`src/design/reload_timer_cfg.svh`:
```
// constants of the reload timer: field codes, widths and timing counts
`ifndef RELOAD_TIMER_CFG_SVH
`define RELOAD_TIMER_CFG_SVH

// ------------------------------------------------------------
// field codes
// ------------------------------------------------------------
`define MODE_RELOAD 2'h0
`define MODE_BAUD 2'h1
`define MODE_RISE 2'h2
`define MODE_FALL 2'h3
`define PRESCALE_DIV1 2'h0
`define PRESCALE_DIV8 2'h1
`define PRESCALE_DIV64 2'h2
`define PRESCALE_DIV256 2'h3

// ------------------------------------------------------------
// reset values and widths
// ------------------------------------------------------------
`define COUNT_RESET 16'h0000
`define COUNT_MAX 16'hFFFF
`define DIV_WIDTH 8
`define DIV_MASK_1 8'h00
`define DIV_MASK_8 8'h07
`define DIV_MASK_64 8'h3F
`define DIV_MASK_256 8'hFF
`define BAUD_DIV_MASK 4'hF

`endif

```
`src/design/reload_timer_pkg.sv`:
```
// types shared by the reload timer modules
package reload_timer_pkg;

  typedef enum logic [1:0] {
    TRIG_IDLE,
    TRIG_ARMED,
    TRIG_COUNTING
  } trig_state_t;

  typedef struct packed {
    logic [7:0] divCount;
  } prescale_state_t;

  typedef struct packed {
    logic [2:0] pinSync;
    logic pinLevel;
  } pin_filter_state_t;

endpackage

```
`src/design/tick_if.sv`:
```
// count tick and pin edge events passed between the timer modules
interface tick_if;
  logic extPinLevel;
  logic risePulse;
  logic fallPulse;
  logic countTick;

  modport filter (
    output extPinLevel,
    output risePulse,
    output fallPulse
  );
  modport prescaler (
    output countTick
  );
  modport core (
    input extPinLevel,
    input risePulse,
    input fallPulse,
    input countTick
  );
endinterface

```
`src/design/pin_filter.sv`:
```
// timer pin synchroniser with edge detection
`include "reload_timer_cfg.svh"

module pin_filter (
  input wire logic sys_clk,
  input wire logic reset,
  input wire logic pinIn,
  tick_if.filter ev
);

  reload_timer_pkg::pin_filter_state_t state_reg;
  reload_timer_pkg::pin_filter_state_t state_next;
  logic agree;

  // ----------------------------------------------------------
  // next state
  // ----------------------------------------------------------
  // a change counts only once stages two and three agree
  always_comb begin
    state_next = state_reg;
    state_next.pinSync = {state_reg.pinSync[1:0], pinIn};
    agree = (state_reg.pinSync[2] == state_reg.pinSync[1]);
    if (agree) begin
      state_next.pinLevel = state_reg.pinSync[2];
    end
  end

  always_ff @(posedge sys_clk) begin
    if (reset) begin
      state_reg <= '0;
    end else begin
      state_reg <= state_next;
    end
  end

  // edges are one-cycle pulses of the filtered level
  assign ev.extPinLevel = state_reg.pinLevel;
  assign ev.risePulse = state_next.pinLevel & ~state_reg.pinLevel;
  assign ev.fallPulse = ~state_next.pinLevel & state_reg.pinLevel;

endmodule

```
`src/design/reload_timer_baud_edge.sv`:
```
// 16-bit auto-reload timer with baud, compare and edge trigger modes
//
// Function
// RULE1: data bytes load reload, read count
// RULE2: run increments; rollover sets flag, reloads
// RULE3: overflow one count after reaching all ones
// RULE4: overflow raises interrupt when enabled
// RULE5: software accesses high byte before low
// RULE6: stopped writes load reload and count
// RULE7: running writes change only reload value
// RULE8: two-bit mode field, 01 is baud
// RULE9: modes: reload, baud, rising, falling trigger
// RULE10: source select counts pin clock or system
// RULE11: prescaler divides by 1, 8, 64, 256
// RULE12: compare enable: toggle or retrigger allowance
// RULE13: pin toggles at each overflow, system clock
// RULE14: baud overflow reloads and raises interrupt
// RULE15: baud is tick rate over sixteen, reload
// RULE16: baud compare gives half-baud square wave; here the pin toggles each overflow, a wave at eight times baudTick
// RULE17: edge modes force system clock source
// RULE18: run arms; counting starts on edge
// RULE19: edge overflow reloads then waits trigger
// RULE20: without retrigger, edges during count ignored
// RULE21: retrigger edge reloads, restarts, no interrupt
// RULE22: run enable does not clear counter
// RULE23: stop timer before baud data access
// RULE24: external pin slower than half clock
// RULE25: flag cleared by hardware or software
`include "reload_timer_cfg.svh"

module reload_timer_baud_edge (
  input wire logic sys_clk,
  input wire logic reset,
  input wire logic run_enable,
  input wire logic [1:0] mode_field,
  input wire logic [1:0] prescale_select,
  input wire logic clock_source_select,
  input wire logic compare_retrigger_enable,
  input wire logic timer_irq_enable,
  input wire logic highByteWrite,
  input wire logic lowByteWrite,
  input wire logic [7:0] writeData,
  input wire logic highByteRead,
  input wire logic lowByteRead,
  input wire logic flagClearWrite,
  input wire logic irqAck,
  input wire logic timer_io_pin_in,
  output logic [7:0] readData,
  output logic overflow_flag,
  output logic timerIrq,
  output logic timer_io_pin_out,
  output logic timer_io_pin_oe,
  output logic baudTick,
  output logic [15:0] countValue
);

  tick_if ev ();

  typedef struct packed {
    logic [15:0] count;
    logic [15:0] reload;
    logic [7:0] highLatch;
    logic [7:0] readLow;
    logic [7:0] readData;
    logic flag;
    logic pinOut;
    logic [3:0] baudDiv;
    logic baudTick;
    reload_timer_pkg::trig_state_t trig;
  } timer_state_t;

  timer_state_t state_reg;
  timer_state_t state_next;
  logic edgeMode;
  logic useExtClock;
  logic trigEdge;
  logic countNow;
  logic overflowNow;
  logic [15:0] loadValue;

  // ----------------------------------------------------------
  // tick source and trigger edge selection
  // ----------------------------------------------------------
  // edge modes ignore the source select bit
  assign edgeMode = mode_field[1]; // RULE8 RULE9
  assign useExtClock = clock_source_select & ~edgeMode; // RULE10 RULE17
  assign trigEdge = (mode_field == `MODE_RISE) ? ev.risePulse :
                    ev.fallPulse; // RULE9

  timer_prescaler u_prescaler (
    .sys_clk(sys_clk),
    .reset(reset),
    .runEnable(run_enable),
    .useExtClock(useExtClock),
    .extRise(ev.risePulse),
    .prescaleSelect(prescale_select),
    .tk(ev.prescaler)
  );

  pin_filter u_pin_filter (
    .sys_clk(sys_clk),
    .reset(reset),
    .pinIn(timer_io_pin_in),
    .ev(ev.filter)
  );

  // ----------------------------------------------------------
  // next-state logic
  // ----------------------------------------------------------
  always_comb begin
    state_next = state_reg;
    state_next.baudTick = 1'b0;
    loadValue = {state_reg.highLatch, writeData};
    // only the TRIG_COUNTING part of edge modes counts, not TRIG_ARMED
    countNow = ev.countTick & run_enable &
               (~edgeMode ||
                state_reg.trig == reload_timer_pkg::TRIG_COUNTING);
    overflowNow = countNow && state_reg.count == `COUNT_MAX; // RULE3

    // count, overflow and reload
    if (countNow) begin
      if (overflowNow) begin
        state_next.count = state_reg.reload; // RULE2
      end else begin
        state_next.count = state_reg.count + 16'h0001; // RULE2
      end
    end

    // edge trigger sequencing
    case (state_reg.trig)
      reload_timer_pkg::TRIG_IDLE: begin
        if (run_enable && edgeMode) begin
          state_next.trig = reload_timer_pkg::TRIG_ARMED; // RULE18
        end
      end
      reload_timer_pkg::TRIG_ARMED: begin
        if (trigEdge) begin
          state_next.trig = reload_timer_pkg::TRIG_COUNTING; // RULE18
        end
      end
      reload_timer_pkg::TRIG_COUNTING: begin
        if (overflowNow) begin
          state_next.trig = reload_timer_pkg::TRIG_ARMED; // RULE19
        end else if (trigEdge && compare_retrigger_enable) begin
          state_next.count = state_reg.reload; // RULE21
        end
        // with retrigger off, edges fall through unused: RULE20
      end
      default: begin
        state_next.trig = reload_timer_pkg::TRIG_IDLE;
      end
    endcase
    if (!run_enable || !edgeMode) begin
      state_next.trig = reload_timer_pkg::TRIG_IDLE;
    end

    // high byte is held until the low byte completes the word
    if (highByteWrite) begin
      state_next.highLatch = writeData; // RULE5
    end
    if (lowByteWrite) begin
      state_next.reload = loadValue; // RULE1 RULE7
      if (!run_enable) begin
        state_next.count = loadValue; // RULE6
      end
    end

    // reading the high byte snapshots the low byte for consistency
    if (highByteRead) begin
      state_next.readData = state_reg.count[15:8]; // RULE1
      state_next.readLow = state_reg.count[7:0]; // RULE5
    end else if (lowByteRead) begin
      state_next.readData = state_reg.readLow;
    end

    // software clear loses to a same-cycle overflow
    if (flagClearWrite || irqAck) begin
      state_next.flag = 1'b0; // RULE25
    end
    if (overflowNow) begin
      state_next.flag = 1'b1; // RULE2 RULE14
    end

    // compare toggle needs the system clock source
    if (overflowNow && compare_retrigger_enable && !edgeMode &&
        !clock_source_select) begin
      state_next.pinOut = ~state_reg.pinOut; // RULE13 RULE16
    end

    // baud clock is overflow rate divided by sixteen
    if (overflowNow && mode_field == `MODE_BAUD) begin
      state_next.baudDiv = state_reg.baudDiv + 4'h1; // RULE15
      if (state_reg.baudDiv == `BAUD_DIV_MASK) begin
        state_next.baudTick = 1'b1; // RULE15
      end
    end
  end

  // ----------------------------------------------------------
  // state register
  // ----------------------------------------------------------
  // run enable never touches the count here, so no clear on start
  always_ff @(posedge sys_clk) begin
    if (reset) begin
      state_reg <= '0;
    end else begin
      state_reg <= state_next; // RULE22
    end
  end

  // ----------------------------------------------------------
  // outputs
  // ----------------------------------------------------------
  assign readData = state_reg.readData;
  assign overflow_flag = state_reg.flag;
  assign timerIrq = state_reg.flag & timer_irq_enable; // RULE4 RULE14
  assign timer_io_pin_out = state_reg.pinOut;
  // pin drives only in the toggle modes with compare on
  assign timer_io_pin_oe = compare_retrigger_enable & ~edgeMode &
                           ~clock_source_select; // RULE12
  assign baudTick = state_reg.baudTick;
  assign countValue = state_reg.count;

endmodule

```
`src/design/timer_prescaler.sv`:
```
// count tick generator: source select and 1/8/64/256 prescaler
`include "reload_timer_cfg.svh"

module timer_prescaler (
  input wire logic sys_clk,
  input wire logic reset,
  input wire logic runEnable,
  input wire logic useExtClock,
  input wire logic extRise,
  input wire logic [1:0] prescaleSelect,
  tick_if.prescaler tk
);

  reload_timer_pkg::prescale_state_t state_reg;
  reload_timer_pkg::prescale_state_t state_next;
  logic srcTick;
  logic [7:0] divMask;

  // decode of the prescale code into a terminal mask
  function automatic logic [7:0] maskOf(input logic [1:0] sel);
    if (sel == `PRESCALE_DIV8) begin
      maskOf = `DIV_MASK_8;
    end else if (sel == `PRESCALE_DIV64) begin
      maskOf = `DIV_MASK_64;
    end else if (sel == `PRESCALE_DIV256) begin
      maskOf = `DIV_MASK_256;
    end else begin
      maskOf = `DIV_MASK_1;
    end
  endfunction

  // ----------------------------------------------------------
  // divider
  // ----------------------------------------------------------
  // divider clears while stopped so a restart begins a full period
  always_comb begin
    state_next = state_reg;
    srcTick = useExtClock ? extRise : 1'b1; // RULE10 RULE24
    divMask = maskOf(prescaleSelect);
    tk.countTick = 1'b0;
    if (!runEnable) begin
      state_next.divCount = 8'h00;
    end else if (srcTick) begin
      if ((state_reg.divCount & divMask) == divMask) begin
        state_next.divCount = 8'h00;
        tk.countTick = 1'b1; // RULE11
      end else begin
        state_next.divCount = state_reg.divCount + 8'h01;
      end
    end
  end

  always_ff @(posedge sys_clk) begin
    if (reset) begin
      state_reg <= '0;
    end else begin
      state_reg <= state_next;
    end
  end

endmodule

```
`config.mk`:
```
export PLATFORM = sky130hd
export DESIGN_NAME = reload_timer_baud_edge
export DESIGN_NICKNAME = d
export VERILOG_FILES = /design/src/design/reload_timer_pkg.sv /design/src/design/tick_if.sv /design/src/design/pin_filter.sv /design/src/design/reload_timer_baud_edge.sv /design/src/design/timer_prescaler.sv
export VERILOG_INCLUDE_DIRS = /design/src /design/src/design
export SDC_FILE = /design/constraint.sdc
export NUM_CORES = 1
export LEC_CHECK = 0
export BUFFER_PORTS_ARGS = -buffer_cell sky130_fd_sc_hd__buf_2
export CORE_MARGIN = 8
export CORE_UTILIZATION = 45
export DETAILED_ROUTE_END_ITERATION = 6
export GPL_TIMING_DRIVEN = 0
export PLACE_DENSITY = 0.75
export SLEW_MARGIN = 20
export SYNTH_ARGS = -nofsm -noshare
export SYNTH_HDL_FRONTEND = slang
export SYNTH_SLANG_ARGS = --single-unit
```
`constraint.sdc`:
```
create_clock -name sys_clk -period 1.8 [get_ports sys_clk]
set_clock_uncertainty 0.05 [all_clocks]
set_input_delay 0.09 -clock sys_clk [delete_from_list [all_inputs] [get_ports sys_clk]]
set_output_delay 0.09 -clock sys_clk [all_outputs]
set_load 0.005 [all_outputs]
```
== After elaboration in Yosys (flattened, before gate mapping) ==
Cells that the tools add are included.
Storage, ports and cells
  register bits: 77
  logic and storage cells: 92
Operators by class
  $add $sub $neg: 3
  equality and inequality tests: 14
  mux-type cells: 26
  bitwise operators: 16
  reductions and logical operators: 20
Operator list (count)
  $mux 16: 6
  $mux 8: 6
  $mux 32: 1
  $add 16x1->16 const B: 1
  $eq 16x16->1 const B: 1
  $mux 1: 9
  $add 8x1->8 const B: 1
  $and 1x1->1: 8
  $and 8x8->8: 1
  $eq 2x2->1 const B: 4
  $eq 8x8->1: 1
  $logic_and 1x1->1: 7
  $not 1->1: 7
  $eq 2x1->1 const B: 3
  $mux 2: 3
  $ne 2x2->1 const B: 3
  $pmux 2 s3: 1
  $reduce_or 2->1: 3
  $add 4x1->4 const B: 1
  $eq 4x4->1 const B: 1
  $reduce_bool 2->1: 2
  $logic_not 1->1: 3
  $logic_or 1x1->1: 3
  $reduce_and 3->1: 1
  2 further kinds: 2

== Longest topological paths before layout ==
Gate-level depths: netlist (run 1).
  depth in word-level cells: 19
  depth in mapped cells: 7
  depth with buffers taken out: 7

== Modules after synthesis ==
Synthesis (run 1) repeated with hierarchy kept, for this count alone.
Unflattened totals
  cell total of the unflattened synthesis: 454
  area, all modules: 3968.8 um^2
Modules (own cells, without submodules)
  reload_timer_baud_edge: instances 1, cells an instance 396, area each 3365.7 um^2
  timer_prescaler: instances 1, cells an instance 45, area each 475.5 um^2
  pin_filter: instances 1, cells an instance 13, area each 127.6 um^2

== Worst setup path after synthesis (run 1) ==
Ideal clock, no wire load.
  path type: reg2reg
  from: reg state_reg (netlist bit countValue[0])
  to: reg state_reg[6] (netlist bit)
  library setup time: 0.070 ns
  data arrival time: 1.816 ns
  data required time: 1.680 ns
  slack: -0.137 ns
  stages on the path, launching flop included: 8
  path buffers: 0
  period minus slack after synthesis: 1.937 ns
  cells stage by stage: dfxtp_1 -> ha_1 -> and3_1 -> nand3b_1 -> nor2_4 -> nand2_4 -> or4_1 -> a21oi_1
Between the ends
  cells in the longest elaborated chain, start to end: 3
RTL lines
  from (decl): line reload_timer_baud_edge.sv:72  | timer_state_t state_reg;
  from (signal assigned): line reload_timer_baud_edge.sv:207  | state_reg <= state_next;
  $eq 16x16->1 (no source line)
  $logic_and 1x1->1 (no source line) (2 in series)
Every way passes these cells.
A chain may end at the register's enable or synchronous reset.

== Final worst setup path (run 1) ==
  from: reg state_reg (netlist bit countValue[11])
  to: reg state_reg[5] (netlist bit)
Same word-level chain as after synthesis.

==> summary.md, run 1 <==
| Metric | Value |
|---|---|
| Post-layout nets | 600 |
| Most common flop cell mapped by yosys | sky130_fd_sc_hd__dfxtp_1 |
| Synthesized area | 0.00391 sq mm |
| Slowest stage delay, CP | around 0.5 ns |
| H-tree level count | 3 |
| Number of hold-slack violations in the final timing report | 0 |
| # clock sinks | 77 |
| Synthesized Nets | slightly below 500 |
| Total of fill cells in the finished design | approximately 640 |
| Effective utilization at floorplan | 45.5% |
| Count of maximum capacitance violations | 0 |
| End of the worst register-to-register path | state_reg[5] |
| Critical Path AT | 2.19 ns |
| Part of the power in registers | 47.5% |
| Proportion of power drawn by combinational gates | between 10% and 20% |
| Static leakage | approximately 0.0024 uW |
| Fin worst setup slack | -0.177 ns |
| Slowest stage cell, crit path | sky130_fd_sc_hd__nor4_4 |
| HPWL after detailed placement | a little under 8000 um |
| Remaining number of nets flagged by the antenna check after routing | 0 |
| Classification of the worst-slack hold path | primary input to flip-flop |
| Register-to-register setup slack | -0.18 ns |
| GR Layer Usage met1 | between 20% and 30% |
| Failing checks | setup timing |
| Worst min-delay path endpoint | readData[1] |
| Via count of the first global-routing pass | 3744 |
| I/O pin count | 54 |
| Grt met2 use | around 33% |
| Peak fanout along the critical path | 8 |
| Worst min-delay path startpoint | highByteRead |
| Die extent in x | 109 um |
| Number of enable flip-flop cells after synthesis | 0 |
| Flip-flop count of the largest register, all copies and words added | 30 |
| Clock Tree Buf Depth | 2 |
| Seq. cell area | between 0.0015 and 0.002 sq mm |
| Status | finished, violations left |
| Quantity of I/O buffers inserted on ports | 48 |
| Via density per instance | approximately 5.9 |
| Starting DRT DRC Count | 390 |
| Die height | ~110 um |
| Site row count | 34 |
| Average detailed-routed wire length per instance | between 15 and 20 um |
| Req. time, crit path | 2.01 ns |
| Post-layout minimum cycle time | 1.98 ns |
| Setup crit end kind | flip-flop |
| Final setup viols | 21 |
| RSZ-0062 raised after global routing | true |
| Root buf cell | sky130_fd_sc_hd__clkbuf_8 |
| Synthesis Warnings | 0 |
| Peak ir drop on the vdd network | approximately 0.33 mV |
| Cells on Worst Hold Path | 4 |
| Post-synthesis cell count | 454 |
| Pre-CTS worst setup slack | -0.361 ns |
| Fraction of final layout cells sized beyond drive strength 1 | between 30% and 40% |
| Distinct cell type count after synthesis | about 70 |
| Register bit count reported by yosys | 77 |
| Placed Instances | 610 |
| Ordered list of cells on the worst path | nand3_2 > nor4_4 > nand2_4 > nor3_4 > nand2_1 > mux2_2 |
| GRT Max-Usage Layer | met2 |
| Vias post-DR | 4044 |
| Overall die area | approximately 0.012 sq mm |
| Total wirelength of the detailed-routed design | 12900 um |
| Post-synthesis to final-layout area growth | 40.2% |
| Worst Reg-to-Reg Cells | 6 |
| Critical Path Source | countValue[11] |
| Leftover overflow at the end of global routing | 0 |
| Layout Cells excl Fill | 685 |
| Power per standard cell area | ~700 mW/mm^2 |
| Portion of the clock cycle consumed by the worst path in the final layout | 110% |
| Clk_lat worst skew | ~0.37 ns |
| Total clock buffers created by CTS | 9 |
| Internal portion of total power | 2880 uW |
| Crit start category | flip-flop |
| Total GRT Usage | about a fifth |
| Total core area | approximately 0.0086 sq mm |
| Area of the multi-input gates | around 0.0024 sq mm |
| Antenna violations before repair | 0 |
| Antenna Cells | 0 |
| Final weighted congestion in routability-driven placement | about 0.92 |
| Final setup TNS | -2.53 ns |
| Net Sw Power | 966 uW |
| Share of flip-flops with an asynchronous set or reset | 0% |
| First-pass GRT wire length | approximately 18000 um |
| Origin of the critical flop-to-flop path | countValue[11] |
| Remaining design rule violation count | 0 |
| Sequential area share after synthesis | between 30% and 40% |
| Transition time at the pin with the least slew margin | between 0.6 and 0.7 ns |
| Final-report max-slew violation count | 0 |
| First-pass iteration count of the detailed router | 5 |
| Type of the worst setup path | flip-flop to flip-flop |
| Fraction of power spent switching nets | between 20% and 30% |
| Global Route met3 Usage | 3.96% |
| TritonCTS clock tree | built |
| Tightest slew margin relative to the limit | 53.6% |
| Clock power frac | between 40% and 50% |
| Avg Synthesized Cell Area | approximately 8.6 sq um |
| Pin count of the biggest net entering global routing | 14 |
| Clock slew at reported path FFs | around 0.08 ns |
| Maximum clock frequency | between 500 and 600 MHz |
[logic make-up (layout without fill, tap and decap cells)]
| logic type | Yosys count | count (layout) | share of synthesized area, % |
|---|---|---|---|
| xor gates and xnor gates | 8 | 8 | 1.79 |
| buffers and inverters | 49 | 172 | 7.35 |
| DFF | 77 | 77 | 39.4 |
| muxes | 44 | 44 | 11.3 |
| and+or+nand+nor | 177 | 177 | 23.2 |
| adders and majority gates | 3 | 3 | 0.959 |
| AOI/OAI and AO/OA | 96 | 96 | 16.0 |
[cell usage in the layout, fill, tap and decap left out, types with 4 or more instances in the layout]
cell | Yosys | layout
sky130_fd_sc_hd__a21oi_1 | 28 | 22
sky130_fd_sc_hd__a21oi_4 | 0 | 4
sky130_fd_sc_hd__and3_1 | 9 | 6
sky130_fd_sc_hd__buf_1 | 5 | 5
sky130_fd_sc_hd__buf_2 | 5 | 49
sky130_fd_sc_hd__buf_4 | 24 | 60
sky130_fd_sc_hd__buf_6 | 1 | 9
sky130_fd_sc_hd__clkbuf_1 | 10 | 11
sky130_fd_sc_hd__clkbuf_8 | 0 | 9
sky130_fd_sc_hd__dfxtp_1 | 77 | 50
sky130_fd_sc_hd__dfxtp_2 | 0 | 15
sky130_fd_sc_hd__dfxtp_4 | 0 | 12
sky130_fd_sc_hd__dlygate4sd3_1 | 0 | 12
sky130_fd_sc_hd__inv_1 | 4 | 4
sky130_fd_sc_hd__mux2i_1 | 42 | 42
sky130_fd_sc_hd__nand2_1 | 29 | 29
sky130_fd_sc_hd__nand2b_1 | 4 | 4
sky130_fd_sc_hd__nand3_1 | 9 | 5
sky130_fd_sc_hd__nand3_4 | 0 | 6
sky130_fd_sc_hd__nand3b_1 | 4 | 4
sky130_fd_sc_hd__nand4_1 | 12 | 12
sky130_fd_sc_hd__nor2_1 | 78 | 75
sky130_fd_sc_hd__nor2b_1 | 6 | 5
sky130_fd_sc_hd__o21ai_0 | 24 | 7
sky130_fd_sc_hd__o21ai_1 | 3 | 16
sky130_fd_sc_hd__o21ai_2 | 1 | 4
sky130_fd_sc_hd__xor2_1 | 5 | 5
[repair_timing]
| action | CTS | global route |
|---|---|---|
| hold buffers | 12 | 0 |
| hold endpoints to repair | 25 | 0 |
| endpoints found under the setup margin | 21 | 29 |
| buffers inserted | 31 | 15 |
| cloned | 1 | 1 |
| pin swaps | 27 | 31 |
| resized for setup | 88 | 35 |
[synth_stat cells, types with 4 or more instances]
cell type,count,share of area (%)
sky130_fd_sc_hd__nand2_1,29,2.8
sky130_fd_sc_hd__and3_1,9,1.4
sky130_fd_sc_hd__dfxtp_1,77,39
sky130_fd_sc_hd__o21ai_0,24,3.1
sky130_fd_sc_hd__buf_1,5,0.48
sky130_fd_sc_hd__nor2_1,78,7.5
sky130_fd_sc_hd__mux2i_1,42,11
sky130_fd_sc_hd__nand3_2,4,1.0
sky130_fd_sc_hd__buf_4,24,4.6
sky130_fd_sc_hd__nand2b_1,4,0.64
sky130_fd_sc_hd__a21oi_1,28,3.6
sky130_fd_sc_hd__xor2_1,5,1.1
sky130_fd_sc_hd__nand4_1,12,1.9
sky130_fd_sc_hd__nor2b_1,6,0.96
sky130_fd_sc_hd__inv_1,4,0.38
sky130_fd_sc_hd__nand3_1,9,1.2
sky130_fd_sc_hd__buf_2,5,0.64
sky130_fd_sc_hd__clkbuf_1,10,0.96
sky130_fd_sc_hd__nand3b_1,4,0.77
[metrics by stage]
stage	hold WS (ns)	instance area [sq um]	power, uW	utilization, %
2_1_floorplan	0.148	3950	2070	-
3_3_place_gp	0.253	4320	2190	50.3
3_5_place_dp	0.270	4320	2200	50.3
4_1_cts	0.0733	5190	3800	60.4
5_1_grt	0.115	5490	3940	63.8
6_report	0.0834	5490	3850	63.8
[how the worst max path moves through the flow]
| stage | endpoint | slack, ns | depth (start not counted) |
|---|---|---|---|
| floorplan | state_reg[6] | -0.006 | 7 |
| global placement | countValue[14] | -0.37 | 7 |
| detailed placement | countValue[14] | -0.36 | 7 |
| CTS | countValue[8] | -0.14 | 8 |
| global route | state_reg[5] | -0.23 | 6 |
| finish | state_reg[5] | -0.18 | 6 |
[layer usage]
metal | part of all wire, % | vias up
met4 | 5.0 | 0
met1 | 37 | 1907
met2 | 48 | 242
met3 | 9.6 | 68
met5 | 0 | -
li1 | - | 1827
[worst max-delay path: cells and delay by family, from the launching register on]
kind | cells | cell delay, ns
muxes | 1 | 0.27
and+or+nand+nor | 5 | 1.15
DFF | 1 | 0.41
[final cells by class]
cell class | count | share of cell area (%)
clock buffer | 10 | 2.33
sequential | 77 | 29.3
timing repair buffer | 107 | 14.6
multi-input combinational | 328 | 43.4
buffer | 45 | 5.63
tap | 108 | 2.46
clock inverter | 6 | 2.03
inverter | 4 | 0.274
[power groups by stage]
stage	logic (uW)	registers, uW	clock network (uW)
floorplan	230	1840	0
global placement	322	1870	0
detailed placement	331	1870	0
CTS	390	1820	1590
global route	452	1830	1660
finish	421	1830	1600
Power figures use the tool's default switching activity.
==> run 2: changes to the inputs <==
--- a/config.mk
+++ b/config.mk
@@ -8,11 +8,11 @@
 export LEC_CHECK = 0
 export BUFFER_PORTS_ARGS = -buffer_cell sky130_fd_sc_hd__buf_2
 export CORE_MARGIN = 8
-export CORE_UTILIZATION = 45
+export CORE_UTILIZATION = 27
 export DETAILED_ROUTE_END_ITERATION = 6
 export GPL_TIMING_DRIVEN = 0
-export PLACE_DENSITY = 0.75
-export SLEW_MARGIN = 20
+export PLACE_DENSITY = 0.53
+export SLEW_MARGIN = 10
 export SYNTH_ARGS = -nofsm -noshare
 export SYNTH_HDL_FRONTEND = slang
 export SYNTH_SLANG_ARGS = --single-unit
==> summary.md, run 2 (synthesis gave the netlist of run 1 again) <==
| Metric | Value |
|---|---|
| First-pass iteration count of the detailed router | 4 |
| Transition time at the pin with the least slew margin | just over 0.7 ns |
| Area of the multi-input gates | 0.00241 sq mm |
| Critical Path AT | 2.14 ns |
| Quantity of I/O buffers inserted on ports | 48 |
| Total of fill cells in the finished design | approximately 1400 |
| RSZ-0062 raised after global routing | true |
| Req. time, crit path | 2.01 ns |
| TritonCTS clock tree | built |
| Final weighted congestion in routability-driven placement | just under 0.9 |
| Status | finished, violations left |
| Effective utilization at floorplan | 27.2% |
| Antenna Cells | 0 |
| Remaining design rule violation count | 0 |
| Average detailed-routed wire length per instance | between 15 and 20 um |
| Post-layout nets | 602 |
| Number of hold-slack violations in the final timing report | 2 |
| First-pass GRT wire length | 19700 um |
| Failing checks | hold timing, setup timing |
| Fraction of power spent switching nets | 24.3% |
| Final-report max-slew violation count | 0 |
| I/O pin count | 54 |
| Peak fanout along the critical path | 4 |
| Post-synthesis to final-layout area growth | 44.4% |
| Peak ir drop on the vdd network | ~0.44 mV |
| Classification of the worst-slack hold path | primary input to flip-flop |
| Die extent in x | around 140 um |
| Overall die area | between 0.015 and 0.02 sq mm |
| Final setup viols | 17 |
| Count of maximum capacitance violations | 0 |
| Site row count | 44 |
| Crit start category | flip-flop |
| Clock slew at reported path FFs | about 0.060 ns |
| Via density per instance | approximately 5 |
| Starting DRT DRC Count | between 200 and 250 |
| Worst min-delay path startpoint | writeData[4] |
| Tightest slew margin relative to the limit | between 50% and 60% |
| Fraction of final layout cells sized beyond drive strength 1 | 39.4% |
| H-tree level count | 3 |
| Critical Path Source | countValue[0] |
| Power per standard cell area | a little over 700 mW/mm^2 |
| Post-layout minimum cycle time | ~1.9 ns |
| Maximum clock frequency | between 500 and 600 MHz |
| Placed Instances | 686 |
| Vias post-DR | between 3000 and 4000 |
| Clock Tree Buf Depth | 2 |
| Type of the worst setup path | flip-flop to flip-flop |
| Layout Cells excl Fill | 763 |
| Proportion of power drawn by combinational gates | between 10 and 15% |
| Worst hold slack | -0.00899 ns |
| Part of the power in registers | ~45% |
| Remaining number of nets flagged by the antenna check after routing | 0 |
| # clock sinks | a little under 80 |
| Die height | 136 um |
| Setup crit end kind | flip-flop |
| HPWL after detailed placement | 8570 um |
| Seq. cell area | about 0.0016 sq mm |
| Leftover overflow at the end of global routing | 0 |
| Post-Route Utilization | between 30% and 40% |
| Origin of the critical flop-to-flop path | countValue[0] |
| Fin worst setup slack | -0.129 ns |
| Root buf cell | sky130_fd_sc_hd__clkbuf_16 |
| Total wirelength of the detailed-routed design | between 10000 and 15000 um |
| Total GRT Usage | 13.6% |
| Clk_lat worst skew | around 0.34 ns |
| Most frequent cells in the layout | sky130_fd_sc_hd__nor2_1 (76), sky130_fd_sc_hd__buf_4 (66), sky130_fd_sc_hd__dfxtp_1 (52) |
| Antenna violations before repair | 0 |
| Static leakage | 0.00240 uW |
| Total clock buffers created by CTS | 9 |
| Pin count of the biggest net entering global routing | 13 |
| Net Sw Power | 979 uW |
| Total core area | roughly 0.014 sq mm |
| Flip-flop count of the largest register, all copies and words added | 30 |
| Internal portion of total power | just over 3000 uW |
| Portion of the clock cycle consumed by the worst path in the final layout | 107% |
| Via count of the first global-routing pass | 3745 |
| Clock power frac | 44.4% |
| Most common cell after layout, fill and taps aside | sky130_fd_sc_hd__nor2_1 |
## run 2: cell types whose count changed in the layout (fill, tap and decap cells not counted), moves of 3 or more
cell                        delta
sky130_fd_sc_hd__clkbuf_16     +8
sky130_fd_sc_hd__clkinv_2      +3
sky130_fd_sc_hd__clkbuf_8      -8
sky130_fd_sc_hd__dfxtp_2       -5
sky130_fd_sc_hd__dfxtp_4       +3
sky130_fd_sc_hd__buf_4         +6
## run 2: power groups by stage
| stage | sequential [uW] | clock (uW) | combinational [uW] |
|---|---|---|---|
| floorplan | 1840 | 0 | 230 |
| finish | 1830 | 1790 | 415 |
| global placement | 1870 | 0 | 330 |
| global route | 1830 | 1910 | 456 |
| CTS | 1820 | 1810 | 397 |
| detailed placement | 1870 | 0 | 336 |
## run 2: per-layer routing
layer	GRT usage [%]	vias to the layer above	part of all wire [%]
li1	-	1839	-
met1	16.0	1834	41
met2	23.1	122	50
met3	2.85	34	5.5
met4	6.22	0	3.0
met5	0	-	0
## run 2: critical path: stages (launching register included)
cell and delay, ns:
sky130_fd_sc_hd__dfxtp_4 0.38, sky130_fd_sc_hd__ha_4 0.16, sky130_fd_sc_hd__and3_4 0.20, sky130_fd_sc_hd__nand3b_1 0.15
sky130_fd_sc_hd__nor2_4 0.18, sky130_fd_sc_hd__nand2_4 0.07, sky130_fd_sc_hd__or4_4 0.51, sky130_fd_sc_hd__a21oi_2 0.15
## run 2: worst paths after layout
| check | to | slack [ns] | cells past startpoint |
|---|---|---|---|
| hold / removal | loadValue[12] | -0.009 | 3 |
| setup reg to reg | state_reg[6] | -0.13 | 7 |
| setup / recovery | state_reg[6] | -0.13 | 7 |
| hold reg to reg | u_pin_filter.state_next[3] | 0.39 | 1 |
## run 2: metrics by stage
stage          worst slack, ns  area [sq um]  setup TNS (ns)  total power [uW]
2_1_floorplan         -0.00555          3950         -0.0103              2070
3_3_place_gp            -0.347          4420           -5.72              2200
3_5_place_dp            -0.418          4420           -6.46              2210
4_1_cts                 -0.111          5440          -0.586              4030
5_1_grt                 -0.188          5650           -2.44              4200
6_report                -0.129          5650           -1.10              4040
## run 2: what timing repair did
| item | in CTS | in global routing |
|---|---|---|
| gates resized for setup | 91 | 38 |
| setup buffers | 38 | 12 |
| pin swaps | 28 | 19 |
| hold buffers | 10 | 0 |
| cloned | 1 | 0 |
| setup endpoints to repair | 21 | 26 |
| endpoints found under the hold margin | 13 | 0 |
## run 2: area by class of cell
| class | instances | area share, % |
|---|---|---|
| well taps | 184 | 4.07 |
| flip-flops and latches | 77 | 28.5 |
| plain buffers | 45 | 5.49 |
| inverters | 4 | 0.266 |
| repair buffers | 109 | 13.8 |
| clock inverters | 5 | 0.886 |
| multi-input cells | 328 | 42.7 |
| clock buffers | 11 | 4.29 |
